`config.mk`:
```
export PLATFORM = sky130hd
export DESIGN_NAME = rtc_offset_correction
export DESIGN_NICKNAME = d
export VERILOG_FILES = /design/src/rtc_pkg.sv /design/src/rtc_prescaler.sv /design/src/rtc_offset_correction.sv
export SDC_FILE = /design/constraint.sdc
export NUM_CORES = 1
export LEC_CHECK = 0
export BUFFER_PORTS_ARGS = -buffer_cell sky130_fd_sc_hd__buf_2
export CAP_MARGIN = 20
export CORE_MARGIN = 2
export CORE_UTILIZATION = 63
export CTS_CLUSTER_DIAMETER = 120
export CTS_CLUSTER_SIZE = 14
export DETAILED_ROUTE_END_ITERATION = 10
export HOLD_SLACK_MARGIN = 0.1
export PLACE_DENSITY = 0.86
export SYNTH_ARGS = -nofsm -noshare
export SYNTH_HDL_FRONTEND = slang
export SYNTH_SLANG_ARGS = --single-unit
export TNS_END_PERCENT = 100
```
`constraint.sdc`:
```
create_clock -name clk_in -period 13.4 [get_ports clk_in]
set_input_delay 0 -clock clk_in [delete_from_list [all_inputs] [get_ports clk_in]]
set_output_delay 0 -clock clk_in [all_outputs]
set_load 0.05 [all_outputs]
```
`src/rtc_pkg.sv`:
```
// Purpose: Shared constants, types and helpers of the offset correction block
// Assumes: 100 MHz system clock, 32-bit AXI4-Lite register access
// Notes: Time-of-day is kept in binary fields, not BCD
package rtc_pkg;

    // ************************************************************
    // Timing
    // ************************************************************
    localparam int CLK_HZ = 100_000_000;
    localparam longint CLK_PERIOD_NS = 64'd10;
    localparam int TICK_HZ = 64;
    localparam int TICK_DIV = CLK_HZ / TICK_HZ;
    // Correction interrupt pulse, 1/128 s
    localparam longint IRQ_PULSE_NS = 64'd7_812_500;
    localparam int IRQ_PULSE_CYC = int'(IRQ_PULSE_NS / CLK_PERIOD_NS);
    localparam int PRESC_W = 6;

    // ************************************************************
    // Register map
    // ************************************************************
    localparam logic [7:0] OFS_CONTROL = 8'h00;
    localparam logic [7:0] OFS_OFFSET = 8'h04;
    localparam logic [7:0] OFS_TIME = 8'h08;
    localparam logic [7:0] OFS_STATUS = 8'h0c;
    localparam logic [7:0] OFS_CLEAR = 8'h10;
    localparam logic [7:0] OFS_ENABLE = 8'h14;
    localparam logic [7:0] OFS_DEBUG = 8'h18;

    localparam int CTRL_STOP_BIT = 0;
    localparam int CTRL_EXT_BIT = 1;
    localparam int CTRL_CIE_BIT = 2;
    localparam int OFFSET_MODE_BIT = 7;
    localparam int TOD_SEC_LSB = 0;
    localparam int TOD_MIN_LSB = 8;
    localparam int TOD_HOUR_LSB = 16;
    localparam int ST_SECOND_BIT = 0;
    localparam int ST_CORR_BIT = 1;
    localparam int ST_RUN_BIT = 2;
    localparam int DBG_REMAIN_LSB = 0;
    localparam int DBG_BURST_LSB = 8;
    localparam int DBG_PRESC_LSB = 16;

    localparam logic [2:0] CTRL_RESET = 3'h0;
    localparam logic [7:0] OFFSET_RESET = 8'h00;
    localparam logic [2:0] STATUS_RESET = 3'h0;
    localparam logic [2:0] ENABLE_RESET = 3'h0;

    localparam logic [1:0] RESP_OKAY = 2'h0;
    localparam logic [1:0] RESP_SLVERR = 2'h2;

    localparam logic [5:0] LAST_SECOND = 6'h3b;
    localparam logic [5:0] LAST_MINUTE = 6'h3b;
    localparam logic [4:0] LAST_HOUR = 5'h17;

    // ************************************************************
    // Types
    // ************************************************************
    typedef struct packed {
        logic correction_irq_enable;
        logic external_clock_test;
        logic stop;
    } ctrl_t;

    typedef struct packed {
        logic coarse;
        logic [6:0] value;
    } offset_t;

    typedef struct packed {
        logic [4:0] hour;
        logic [5:0] minute;
        logic [5:0] second;
    } tod_t;

    typedef enum logic [1:0] {
        RUN_IDLE = 2'b01,
        RUN_ACTIVE = 2'b10
    } run_state_t;

    // ************************************************************
    // Helpers
    // ************************************************************
    function automatic logic [6:0] magnitude(input logic [6:0] value);
        return value[6] ? 7'(-value) : value;
    endfunction

    function automatic logic [6:0] minute_pulses(input logic [6:0] remain,
                                                 input logic coarse,
                                                 input logic [5:0] minute);
        if (coarse && minute == LAST_MINUTE)
        begin
            return remain;
        end
        return (remain != 7'h00) ? 7'h01 : 7'h00;
    endfunction

    function automatic logic [31:0] merge(input logic [31:0] old,
                                          input logic [31:0] data,
                                          input logic [3:0] strb);
        logic [31:0] res;
        res = old;
        for (int i = 0; i < 4; i++)
        begin
            if (strb[i])
            begin
                res[i*8 +: 8] = data[i*8 +: 8];
            end
        end
        return res;
    endfunction

endpackage

```
`src/rtc_prescaler.sv`:
```
// Purpose: 64 Hz base tick and 6-bit prescaler producing the 1 Hz tick
// Assumes: ext_edge_in is already synchronised to clk_in
// Notes: Correction steps act only on the prescaler, never on the base tick
`timescale 1ns/1ps
module rtc_prescaler #(
    parameter int TICK_DIV = rtc_pkg::TICK_DIV,
    parameter int PRESC_W = rtc_pkg::PRESC_W
) (
    // Clock and reset
    input wire logic clk_in,
    input wire logic reset_in,
    // Control
    input wire logic stop_in,
    input wire logic external_clock_test_in,
    input wire logic ext_edge_in,
    input wire logic corr_add_in,
    input wire logic corr_drop_in,
    // Ticks
    output logic tick_out,
    output logic sec_tick_out,
    output logic [PRESC_W-1:0] presc_out
);
    localparam int DIV_W = $clog2(TICK_DIV);

    logic [DIV_W-1:0] div_ff;
    logic [DIV_W-1:0] nxt_div;
    logic tick_ff;
    logic nxt_tick;
    logic sec_tick_ff;
    logic nxt_sec_tick;
    logic [PRESC_W-1:0] presc_ff;
    logic [PRESC_W-1:0] nxt_presc;

    always_comb
    begin
        nxt_div = (div_ff == DIV_W'(TICK_DIV - 1)) ? '0 : div_ff + 1'b1;
        nxt_tick = external_clock_test_in ? ext_edge_in : (div_ff == DIV_W'(TICK_DIV - 1));
        nxt_presc = presc_ff;
        if (tick_ff)
        begin
            if (corr_drop_in)
            begin
                nxt_presc = presc_ff;
            end
            else if (corr_add_in)
            begin
                nxt_presc = presc_ff + PRESC_W'(2);
            end
            else
            begin
                nxt_presc = presc_ff + PRESC_W'(1);
            end
        end
        if (stop_in)
        begin
            nxt_presc = '0;
        end
        nxt_sec_tick = nxt_presc[PRESC_W-1] && !presc_ff[PRESC_W-1];
    end

    always_ff @(posedge clk_in)
    begin
        if (reset_in)
        begin
            div_ff <= '0;
            tick_ff <= 1'b0;
            sec_tick_ff <= 1'b0;
            presc_ff <= '0;
        end
        else
        begin
            div_ff <= nxt_div;
            tick_ff <= nxt_tick;
            sec_tick_ff <= nxt_sec_tick;
            presc_ff <= nxt_presc;
        end
    end

    assign tick_out = tick_ff;
    assign sec_tick_out = sec_tick_ff;
    assign presc_out = presc_ff;
endmodule

```
`src/rtc_offset_correction.sv`:
```
// Purpose: Offset correction engine, time-of-day and external clock test mode
// Assumes: AXI4-Lite master keeps one write and one read outstanding at most
// Notes: Correction interrupt pulse width is counted in system clock cycles
//
// The implementer's own choices: the AXI4-Lite slave port and the placing of the registers.
`timescale 1ns/1ps

// How it works
// - Seven-bit offset read as two's complement
// - Correction adds or drops one 64 Hz step
// - Normal mode: run every two hours
// - Coarse mode: run every hour, 60 minutes
// - Coarse small value: one pulse per minute
// - Coarse large value: surplus lands minute 59
// - Enabled: 1/128 s low pulse per correction
// - Multiple pulses repeat every 1/64 s
// - Only 1 Hz path sees corrections
// - Test bit turns clock pin into input
// - Test mode: 64 edges per second
// - Stop holds prescaler at zero
// - After stop: first second at 32 edges
// - Test entry not synchronised, state undefined
module rtc_offset_correction #(
    parameter int TICK_DIV = rtc_pkg::TICK_DIV,
    parameter int IRQ_PULSE_CYC = rtc_pkg::IRQ_PULSE_CYC
) (
    // Clock and reset
    input wire logic clk_in,
    input wire logic reset_in,
    // AXI4-Lite write
    input wire logic [7:0] s_axi_awaddr_in,
    input wire logic s_axi_awvalid_in,
    output logic s_axi_awready_out,
    input wire logic [31:0] s_axi_wdata_in,
    input wire logic [3:0] s_axi_wstrb_in,
    input wire logic s_axi_wvalid_in,
    output logic s_axi_wready_out,
    output logic [1:0] s_axi_bresp_out,
    output logic s_axi_bvalid_out,
    input wire logic s_axi_bready_in,
    // AXI4-Lite read
    input wire logic [7:0] s_axi_araddr_in,
    input wire logic s_axi_arvalid_in,
    output logic s_axi_arready_out,
    output logic [31:0] s_axi_rdata_out,
    output logic [1:0] s_axi_rresp_out,
    output logic s_axi_rvalid_out,
    input wire logic s_axi_rready_in,
    // Pins
    input wire logic clkout_in,
    output logic clkout_out,
    output logic clkout_oe_out,
    output logic int_n_out,
    output logic irq_out
);
    localparam int IRQ_W = $clog2(IRQ_PULSE_CYC + 1);

    // ************************************************************
    // Declarations
    // ************************************************************
    logic aw_ff, nxt_aw, w_ff, nxt_w;
    logic [7:0] awaddr_ff, nxt_awaddr;
    logic [31:0] wdata_ff, nxt_wdata;
    logic [3:0] wstrb_ff, nxt_wstrb;
    logic awready_ff, nxt_awready, wready_ff, nxt_wready;
    logic bvalid_ff, nxt_bvalid, arready_ff, nxt_arready, rvalid_ff, nxt_rvalid;
    logic [1:0] bresp_ff, nxt_bresp, rresp_ff, nxt_rresp;
    logic [31:0] rdata_ff, nxt_rdata, rd_word;
    logic rd_ok, wr_ok, do_write;

    rtc_pkg::ctrl_t ctrl_ff, nxt_ctrl;
    rtc_pkg::offset_t offset_ff, nxt_offset;
    rtc_pkg::tod_t tod_ff, nxt_tod;
    logic [2:0] status_ff, nxt_status, enable_ff, nxt_enable, events, clear_mask;
    logic irq_ff, nxt_irq;

    rtc_pkg::run_state_t run_state_ff, nxt_run_state, run_sel;
    logic [6:0] remain_ff, nxt_remain, burst_ff, nxt_burst, pulses;
    logic run_coarse_ff, nxt_run_coarse, run_insert_ff, nxt_run_insert;
    logic minute_start, start_now, consume;
    logic [IRQ_W-1:0] int_cnt_ff, nxt_int_cnt;
    logic int_n_ff, nxt_int_n, clkout_ff, nxt_clkout, clkout_oe_ff, nxt_clkout_oe;

    logic pin_meta_ff, pin_sync_ff, pin_prev_ff, ext_edge;
    logic tick, sec_tick;
    logic [rtc_pkg::PRESC_W-1:0] presc;

    // ************************************************************
    // Pin synchroniser
    // ************************************************************
    always_ff @(posedge clk_in)
    begin
        if (reset_in)
        begin
            pin_meta_ff <= 1'b0;
            pin_sync_ff <= 1'b0;
            pin_prev_ff <= 1'b0;
        end
        else
        begin
            pin_meta_ff <= clkout_in;
            pin_sync_ff <= pin_meta_ff;
            pin_prev_ff <= pin_sync_ff;
        end
    end

    assign ext_edge = ctrl_ff.external_clock_test && pin_sync_ff && !pin_prev_ff;

    // ************************************************************
    // Prescaler
    // ************************************************************
    rtc_prescaler #(
        .TICK_DIV(TICK_DIV),
        .PRESC_W(rtc_pkg::PRESC_W)
    ) u_prescaler (
        .clk_in(clk_in),
        .reset_in(reset_in),
        .stop_in(ctrl_ff.stop),
        .external_clock_test_in(ctrl_ff.external_clock_test),
        .ext_edge_in(ext_edge),
        .corr_add_in(consume && run_insert_ff),
        .corr_drop_in(consume && !run_insert_ff),
        .tick_out(tick),
        .sec_tick_out(sec_tick),
        .presc_out(presc)
    );

    // ************************************************************
    // AXI4-Lite slave
    // ************************************************************
    always_comb
    begin
        rd_ok = 1'b1;
        case (s_axi_araddr_in)
            rtc_pkg::OFS_CONTROL: rd_word = {29'h0, ctrl_ff};
            rtc_pkg::OFS_OFFSET: rd_word = {24'h0, offset_ff};
            rtc_pkg::OFS_TIME: rd_word = {11'h0, tod_ff.hour, 2'h0, tod_ff.minute,
                                          2'h0, tod_ff.second};
            rtc_pkg::OFS_STATUS: rd_word = {29'h0, status_ff};
            rtc_pkg::OFS_CLEAR: rd_word = 32'h0;
            rtc_pkg::OFS_ENABLE: rd_word = {29'h0, enable_ff};
            rtc_pkg::OFS_DEBUG: rd_word = {10'h0, presc, 1'b0, burst_ff, 1'b0, remain_ff};
            default:
            begin
                rd_word = 32'h0;
                rd_ok = 1'b0;
            end
        endcase
        case (awaddr_ff)
            rtc_pkg::OFS_CONTROL, rtc_pkg::OFS_OFFSET, rtc_pkg::OFS_TIME,
            rtc_pkg::OFS_CLEAR, rtc_pkg::OFS_ENABLE: wr_ok = 1'b1;
            default: wr_ok = 1'b0;
        endcase
        do_write = aw_ff && w_ff && !bvalid_ff;
        nxt_aw = aw_ff;
        nxt_w = w_ff;
        nxt_awaddr = awaddr_ff;
        nxt_wdata = wdata_ff;
        nxt_wstrb = wstrb_ff;
        nxt_awready = awready_ff;
        nxt_wready = wready_ff;
        nxt_bvalid = bvalid_ff;
        nxt_bresp = bresp_ff;
        nxt_arready = arready_ff;
        nxt_rvalid = rvalid_ff;
        nxt_rdata = rdata_ff;
        nxt_rresp = rresp_ff;
        if (s_axi_awvalid_in && awready_ff)
        begin
            nxt_aw = 1'b1;
            nxt_awaddr = s_axi_awaddr_in;
            nxt_awready = 1'b0;
        end
        if (s_axi_wvalid_in && wready_ff)
        begin
            nxt_w = 1'b1;
            nxt_wdata = s_axi_wdata_in;
            nxt_wstrb = s_axi_wstrb_in;
            nxt_wready = 1'b0;
        end
        if (do_write)
        begin
            nxt_aw = 1'b0;
            nxt_w = 1'b0;
            nxt_bvalid = 1'b1;
            nxt_bresp = wr_ok ? rtc_pkg::RESP_OKAY : rtc_pkg::RESP_SLVERR;
        end
        if (bvalid_ff && s_axi_bready_in)
        begin
            nxt_bvalid = 1'b0;
            nxt_awready = 1'b1;
            nxt_wready = 1'b1;
        end
        if (s_axi_arvalid_in && arready_ff)
        begin
            nxt_arready = 1'b0;
            nxt_rvalid = 1'b1;
            nxt_rdata = rd_word;
            nxt_rresp = rd_ok ? rtc_pkg::RESP_OKAY : rtc_pkg::RESP_SLVERR;
        end
        if (rvalid_ff && s_axi_rready_in)
        begin
            nxt_rvalid = 1'b0;
            nxt_arready = 1'b1;
        end
    end

    always_ff @(posedge clk_in)
    begin
        if (reset_in)
        begin
            aw_ff <= 1'b0;
            w_ff <= 1'b0;
            awaddr_ff <= 8'h00;
            wdata_ff <= 32'h0;
            wstrb_ff <= 4'h0;
            awready_ff <= 1'b1;
            wready_ff <= 1'b1;
            bvalid_ff <= 1'b0;
            bresp_ff <= rtc_pkg::RESP_OKAY;
            arready_ff <= 1'b1;
            rvalid_ff <= 1'b0;
            rdata_ff <= 32'h0;
            rresp_ff <= rtc_pkg::RESP_OKAY;
        end
        else
        begin
            aw_ff <= nxt_aw;
            w_ff <= nxt_w;
            awaddr_ff <= nxt_awaddr;
            wdata_ff <= nxt_wdata;
            wstrb_ff <= nxt_wstrb;
            awready_ff <= nxt_awready;
            wready_ff <= nxt_wready;
            bvalid_ff <= nxt_bvalid;
            bresp_ff <= nxt_bresp;
            arready_ff <= nxt_arready;
            rvalid_ff <= nxt_rvalid;
            rdata_ff <= nxt_rdata;
            rresp_ff <= nxt_rresp;
        end
    end

    // ************************************************************
    // Control, time and correction engine
    // ************************************************************
    always_comb
    begin
        nxt_ctrl = ctrl_ff;
        nxt_offset = offset_ff;
        nxt_enable = enable_ff;
        nxt_tod = tod_ff;
        clear_mask = 3'h0;
        if (do_write && awaddr_ff == rtc_pkg::OFS_CONTROL)
        begin
            nxt_ctrl = rtc_pkg::ctrl_t'(rtc_pkg::merge({29'h0, ctrl_ff}, wdata_ff, wstrb_ff));
        end
        if (do_write && awaddr_ff == rtc_pkg::OFS_OFFSET)
        begin
            nxt_offset = rtc_pkg::offset_t'(rtc_pkg::merge({24'h0, offset_ff}, wdata_ff,
                                                            wstrb_ff));
        end
        if (do_write && awaddr_ff == rtc_pkg::OFS_ENABLE)
        begin
            nxt_enable = 3'(rtc_pkg::merge({29'h0, enable_ff}, wdata_ff, wstrb_ff));
        end
        if (do_write && awaddr_ff == rtc_pkg::OFS_CLEAR)
        begin
            clear_mask = 3'(rtc_pkg::merge(32'h0, wdata_ff, wstrb_ff));
        end

        // Time-of-day; a software write wins over the tick
        minute_start = 1'b0;
        if (do_write && awaddr_ff == rtc_pkg::OFS_TIME)
        begin
            nxt_tod = rtc_pkg::tod_t'({tod_ff.hour, tod_ff.minute, tod_ff.second});
            nxt_tod.second = wstrb_ff[0] ? wdata_ff[rtc_pkg::TOD_SEC_LSB +: 6] : tod_ff.second;
            nxt_tod.minute = wstrb_ff[1] ? wdata_ff[rtc_pkg::TOD_MIN_LSB +: 6] : tod_ff.minute;
            nxt_tod.hour = wstrb_ff[2] ? wdata_ff[rtc_pkg::TOD_HOUR_LSB +: 5] : tod_ff.hour;
        end
        else if (sec_tick)
        begin
            nxt_tod.second = tod_ff.second + 6'h01;
            if (tod_ff.second == rtc_pkg::LAST_SECOND)
            begin
                nxt_tod.second = 6'h00;
                minute_start = 1'b1;
                nxt_tod.minute = tod_ff.minute + 6'h01;
                if (tod_ff.minute == rtc_pkg::LAST_MINUTE)
                begin
                    nxt_tod.minute = 6'h00;
                    nxt_tod.hour = (tod_ff.hour == rtc_pkg::LAST_HOUR) ? 5'h00
                                                                        : tod_ff.hour + 5'h01;
                end
            end
        end

        // Pulse consumption, one per base tick
        // 1/64 s spacing
        consume = (burst_ff != 7'h00) && !ctrl_ff.stop;
        nxt_burst = (consume && tick) ? burst_ff - 7'h01 : burst_ff;
        nxt_remain = remain_ff;
        nxt_run_coarse = run_coarse_ff;
        nxt_run_insert = run_insert_ff;
        pulses = 7'h00;
        start_now = minute_start && nxt_tod.minute == 6'h00 &&
                    (offset_ff.coarse || !nxt_tod.hour[0]);
        if (start_now)
        begin
            nxt_remain = rtc_pkg::magnitude(offset_ff.value);
            nxt_run_coarse = offset_ff.coarse;
            nxt_run_insert = !offset_ff.value[6];
        end
        run_sel = start_now ? rtc_pkg::RUN_ACTIVE : run_state_ff;
        nxt_run_state = run_sel;
        case (run_sel)
            rtc_pkg::RUN_IDLE:
            begin
                nxt_run_state = rtc_pkg::RUN_IDLE;
            end
            rtc_pkg::RUN_ACTIVE:
            begin
                if (minute_start)
                begin
                    pulses = rtc_pkg::minute_pulses(nxt_remain, nxt_run_coarse,
                                                    nxt_tod.minute);
                    nxt_burst = nxt_burst + pulses;
                    nxt_remain = nxt_remain - pulses;
                    if (nxt_remain == 7'h00)
                    begin
                        nxt_run_state = rtc_pkg::RUN_IDLE;
                    end
                end
            end
            default:
            begin
                nxt_run_state = rtc_pkg::RUN_IDLE;
            end
        endcase

        nxt_int_cnt = (int_cnt_ff != '0) ? int_cnt_ff - 1'b1 : int_cnt_ff;
        if (consume && tick && ctrl_ff.correction_irq_enable)
        begin
            nxt_int_cnt = IRQ_W'(IRQ_PULSE_CYC);
        end
        nxt_int_n = (nxt_int_cnt == '0);

        // Sticky events; a set wins over a clear in the same cycle
        events = 3'h0;
        events[rtc_pkg::ST_SECOND_BIT] = sec_tick;
        events[rtc_pkg::ST_CORR_BIT] = consume && tick;
        events[rtc_pkg::ST_RUN_BIT] = start_now && (nxt_remain != 7'h00 || pulses != 7'h00);
        nxt_status = (status_ff & ~clear_mask) | events;
        nxt_irq = |(nxt_status & nxt_enable);

        nxt_clkout_oe = !nxt_ctrl.external_clock_test;
        nxt_clkout = !nxt_ctrl.external_clock_test && presc[rtc_pkg::PRESC_W-1];
    end

    always_ff @(posedge clk_in)
    begin
        if (reset_in)
        begin
            ctrl_ff <= rtc_pkg::ctrl_t'(rtc_pkg::CTRL_RESET);
            offset_ff <= rtc_pkg::offset_t'(rtc_pkg::OFFSET_RESET);
            enable_ff <= rtc_pkg::ENABLE_RESET;
            status_ff <= rtc_pkg::STATUS_RESET;
            tod_ff <= '0;
            run_state_ff <= rtc_pkg::RUN_IDLE;
            remain_ff <= 7'h00;
            burst_ff <= 7'h00;
            run_coarse_ff <= 1'b0;
            run_insert_ff <= 1'b0;
            int_cnt_ff <= '0;
            int_n_ff <= 1'b1;
            irq_ff <= 1'b0;
            clkout_ff <= 1'b0;
            clkout_oe_ff <= 1'b1;
        end
        else
        begin
            ctrl_ff <= nxt_ctrl;
            offset_ff <= nxt_offset;
            enable_ff <= nxt_enable;
            status_ff <= nxt_status;
            tod_ff <= nxt_tod;
            run_state_ff <= nxt_run_state;
            remain_ff <= nxt_remain;
            burst_ff <= nxt_burst;
            run_coarse_ff <= nxt_run_coarse;
            run_insert_ff <= nxt_run_insert;
            int_cnt_ff <= nxt_int_cnt;
            int_n_ff <= nxt_int_n;
            irq_ff <= nxt_irq;
            clkout_ff <= nxt_clkout;
            clkout_oe_ff <= nxt_clkout_oe;
        end
    end

    // ************************************************************
    // Outputs
    // ************************************************************
    assign s_axi_awready_out = awready_ff;
    assign s_axi_wready_out = wready_ff;
    assign s_axi_bvalid_out = bvalid_ff;
    assign s_axi_bresp_out = bresp_ff;
    assign s_axi_arready_out = arready_ff;
    assign s_axi_rvalid_out = rvalid_ff;
    assign s_axi_rdata_out = rdata_ff;
    assign s_axi_rresp_out = rresp_ff;
    assign clkout_out = clkout_ff;
    assign clkout_oe_out = clkout_oe_ff;
    assign int_n_out = int_n_ff;
    assign irq_out = irq_ff;
endmodule

```
==> impl_metrics.csv <==
group,metric,value,unit
run_status,status,"finished clean",
clock_network,hold_buffers,42,
route,drtIter0Drc,975,
flow_run,maxCapViolCount,0,
floorplan,coreArea,13700,µm²
yosys,synth.ff_latch_count,168,
placement,portBuffers,77,
route,drc,0,
sta,clock.fmax,181,MHz
floorplan,io_pins,105,
worst_setup_path,critical_path_arrival,5.81,ns
yosys,yosysUniqueCellTypes,75,
route,drtPass1Iterations,7,
cells_and_area,n_fill_cell,962,
worst_setup_path,worstSetupEndpointType,"register",
yosys,async_reset_ff_frac,0,
yosys,syn_area,8740,µm²
power_and_ir_drop,internal-power,0.991,mW
sta,hold_viol,0,
global_route,grt_pass1_wl,36100,µm
placement,gp_congestion,0.933,
worst_hold_path,min_to,"s_axi_rresp_out[1]",
sta,final-setup-viol-count,0,
floorplan,dieArea,14800,µm²
clock_network,path_clk_slew,0.06,ns
route,wl_per_cell,16.5,µm
yosys,ys.flop_type,"dfxtp_1",
clock_network,cts_setup_buffers,0,
floorplan,fp.dieW,122,µm
power_and_ir_drop,p_sw,0.429,mW
yosys,synth_edf_count,0,
clock_network,clk-insertion-delay-late,0.43,ns
worst_setup_path,r2r_cells,19,
sta,rsz0062_at_grt,"false",
worst_setup_path,critPathKind,"register to register",
sta,tightest_slew,1.00,ns
clock_network,h-tree-depth,4,
cells_and_area,antenna_cells,0,
yosys,syn-mean-instance-area,8.06,µm²
global_route,grt_pass1_vias,7576,
global_route,grtUsageTotal,0.305,
route,vias,8257,
global_route,antenna_found_initial,0,
clock_network,clockBufferDepth,2,
worst_setup_path,r2r-start,"tod_ff[0]",
floorplan,die_h,122,µm
worst_setup_path,critPathMaxFanout,25,
power_and_ir_drop,leakage,4.01,nW
yosys,synth_cells,1085,
power_and_ir_drop,netSwitchingFraction,0.302,
worst_hold_path,min_path_type,"input pin to register",
cells_and_area,finalNonFillerCells,1362,
placement,hpwl,14400,µm
placement,placed_cells,1288,
worst_setup_path,reg2reg_slack,7.89,ns
worst_setup_path,crit_chain,"ha_1 > nand4_1 > nor2_1 > nand2_1 > a211oi_1 > o2111a_1 > buf_4 > mux2i_1 > nand2_1 > nand2_1 > ha_1 > inv_1 > ha_1 > inv_1 > o221ai_1 > o2bb2a_1 > o21ai_0 > and4b_1 > a21oi_1",
floorplan,row_count,43,
cells_and_area,final_nets,1249,
worst_setup_path,required,13.70,ns
worst_hold_path,hp-start,"s_axi_araddr_in[2]",
clock_network,clock_sinks,168,
yosys,yosys_warnings,0,
power_and_ir_drop,comb_power_share,0.225,
clock_network,cts_tree,"done",
sta,maxSlewViolCount,0,
clock_network,cts_root_buf,"clkbuf_16",
yosys,ys_seq_area_frac,0.385,
route,vias_per_cell,6.06,
worst_hold_path,min_path_cells,3,
sta,fin_crit_sh,0.411,
route,drtAntennaViolNets,0,
sta,layout_min_cycle_time,5.51,ns
power_and_ir_drop,powerDensity,140,nW/µm²
clock_network,cts_resized,0,
worst_setup_path,slowest_stage,"a211oi_1",
worst_setup_path,slowest_delay,0.53,ns
cells_and_area,area_delta_synth_final,15.7,%
route,routed_wl,22500,µm
floorplan,initial_utilization,0.637,
global_route,grt_overflow,0,
sta,finalSetupTns,0,ns
cells_and_area,layout-drive-gt1-share,0.124,
clock_network,cts_inserted_buffers,17,
power_and_ir_drop,ir_drop,0.101,mV
global_route,grt_max_degree,88,
worst_setup_path,startpoint_type,"register",
sta,slew-limit-headroom,0.330,
worst_setup_path,r2r-end,"irq_out",
power_and_ir_drop,pwr-share-seq,0.409,
sta,fin_skew,0.00904,ns
power_and_ir_drop,p_clk_frac,0.366,
## worst max path at each step
stage | depth (start not counted) | to | startpoint
6_report | 19 | irq_out | tod_ff[0]
5_1_grt | 19 | irq_out | tod_ff[0]
4_1_cts | 18 | irq_out | awaddr_ff[2]
3_5_place_dp | 18 | irq_out | awaddr_ff[2]
3_3_place_gp | 18 | irq_out | awaddr_ff[2]
2_1_floorplan | 20 | status_ff[2] | s_axi_bvalid_out
## synthesized netlist by cell type (3+ instances only)
| master | number | area (µm²) |
|---|---|---|
| nor4_1 | 13 | 81.3 |
| nand2_1 | 143 | 537 |
| nand3_1 | 26 | 130 |
| nor2b_1 | 12 | 75.1 |
| a22oi_1 | 7 | 52.6 |
| xor2_1 | 25 | 219 |
| o21ai_0 | 38 | 190 |
| o2111a_1 | 3 | 33.8 |
| dfxtp_1 | 168 | 3360 |
| a311oi_1 | 6 | 52.6 |
| or4_1 | 3 | 22.5 |
| a31oi_1 | 12 | 75.1 |
| a222oi_1 | 14 | 140 |
| mux2i_1 | 30 | 300 |
| buf_1 | 3 | 11.3 |
| nand2b_1 | 12 | 75.1 |
| buf_6 | 5 | 56.3 |
| and4b_1 | 4 | 40.0 |
| nand4b_1 | 4 | 35.0 |
| ha_1 | 19 | 238 |
| and3_1 | 6 | 37.5 |
| and2_1 | 9 | 56.3 |
| a21oi_1 | 78 | 390 |
| or2_2 | 8 | 50.1 |
| buf_4 | 14 | 105 |
| nor2_1 | 148 | 556 |
| nand4_1 | 10 | 62.6 |
| a21o_1 | 5 | 37.5 |
| xnor2_1 | 27 | 236 |
| o31ai_1 | 5 | 37.5 |
| nor3_1 | 42 | 210 |
| a211oi_1 | 16 | 120 |
| clkbuf_1 | 45 | 169 |
| nand3b_1 | 7 | 52.6 |
| or3_1 | 15 | 93.8 |
| a22o_1 | 3 | 26.3 |
| inv_1 | 31 | 116 |
| nor3b_1 | 5 | 37.5 |
| a21oi_2 | 3 | 26.3 |
| buf_2 | 4 | 20.0 |
| mux2_2 | 11 | 124 |
## through the flow
stage / total power [mW] / setup slack (ns) / util / cell area (µm²) / hold slack (ns)
2_1_floorplan: 0.833 / 9.05 / - / 8790 / 0.100
3_3_place_gp: 0.877 / 8.20 / 0.662 / 9080 / 0.207
3_5_place_dp: 0.886 / 8.09 / 0.662 / 9080 / 0.212
4_1_cts: 1.42 / 8.07 / 0.738 / 10100 / 0.120
5_1_grt: 1.48 / 7.61 / 0.738 / 10100 / 0.167
6_report: 1.42 / 7.89 / 0.738 / 10100 / 0.127
## per-layer routing
layer / vias to the layer above / part of all wire / GRT usage / routed length, µm
met4: 0 / 0.026 / 0.108 / 582
met1: 3887 / 0.42 / 0.380 / 9550
met5: - / 0 / 0 / 0
met3: 51 / 0.063 / 0.0730 / 1420
met2: 338 / 0.49 / 0.514 / 11000
li1: 3981 / - / - / -
## state kept, by name, indices dropped and copies added (netlist names), 2 cells and up
signal / cells
awaddr_ff: 8
burst_ff: 7
ctrl_ff: 3
enable_ff: 3
int_cnt_ff: 20
offset_ff: 8
remain_ff: 7
run_state_ff: 2
s_axi_rdata_out: 21
status_ff: 3
tod_ff: 17
u_prescaler.div_ff: 21
u_prescaler.presc_out: 6
wdata_ff: 19
wstrb_ff: 3
## cell families after synthesis
logic type / after synthesis / synth area share
AOI/OAI and AO/OA: 222 / 0.170
xor gates and xnor gates: 52 / 0.0521
adders and majority gates: 20 / 0.0295
buffers and inverters: 102 / 0.0547
DFF: 168 / 0.385
muxes: 42 / 0.0511
other: 1 / 0.000429
and+or+nand+nor: 478 / 0.258
## area by class of cell
class	instances	area, µm²	area share
clock buffer	20	447	0.0441
clock inverter	12	174	0.0172
inverter	31	116	0.0115
multi-input combinational	827	4950	0.489
sequential	168	3360	0.332
tap	180	225	0.0223
timing repair buffer	124	846	0.0836
## power groups by stage
stage,clock [mW],sequential [mW],combinational [mW]
finish,0.520,0.581,0.320
global route,0.545,0.587,0.353
CTS,0.522,0.579,0.316
detailed placement,0,0.588,0.298
global placement,0,0.587,0.290
floorplan,0,0.585,0.248
## cell usage in the layout, fill, tap and decap left out, types with 10 or more instances in the layout
master | Yosys | routed
a211oi_1 | 16 | 16
a21oi_1 | 78 | 78
a222oi_1 | 14 | 14
a31oi_1 | 12 | 12
buf_2 | 4 | 76
clkbuf_16 | 0 | 17
conb_1 | 1 | 13
dfxtp_1 | 168 | 168
dlygate4sd3_1 | 0 | 42
ha_1 | 19 | 19
inv_1 | 31 | 31
mux2_2 | 11 | 11
mux2i_1 | 30 | 30
nand2_1 | 143 | 143
nand2b_1 | 12 | 12
nand3_1 | 26 | 26
nand4_1 | 10 | 10
nor2_1 | 148 | 148
nor2b_1 | 12 | 12
nor3_1 | 42 | 42
nor4_1 | 13 | 13
o21ai_0 | 38 | 38
or3_1 | 15 | 15
xnor2_1 | 27 | 27
xor2_1 | 25 | 25
## critical path: cells and delay by family, from the launching register on
kind	cells	cell delay, ns
AO/OA/AOI/OAI	6	1.77
adder cells (fa/ha/maj)	3	0.83
buffers and inverters	3	0.57
flip-flops	1	0.41
multiplexers	1	0.43
AND/OR/NAND/NOR	6	1.37
(Power assumes the default switching activity.)
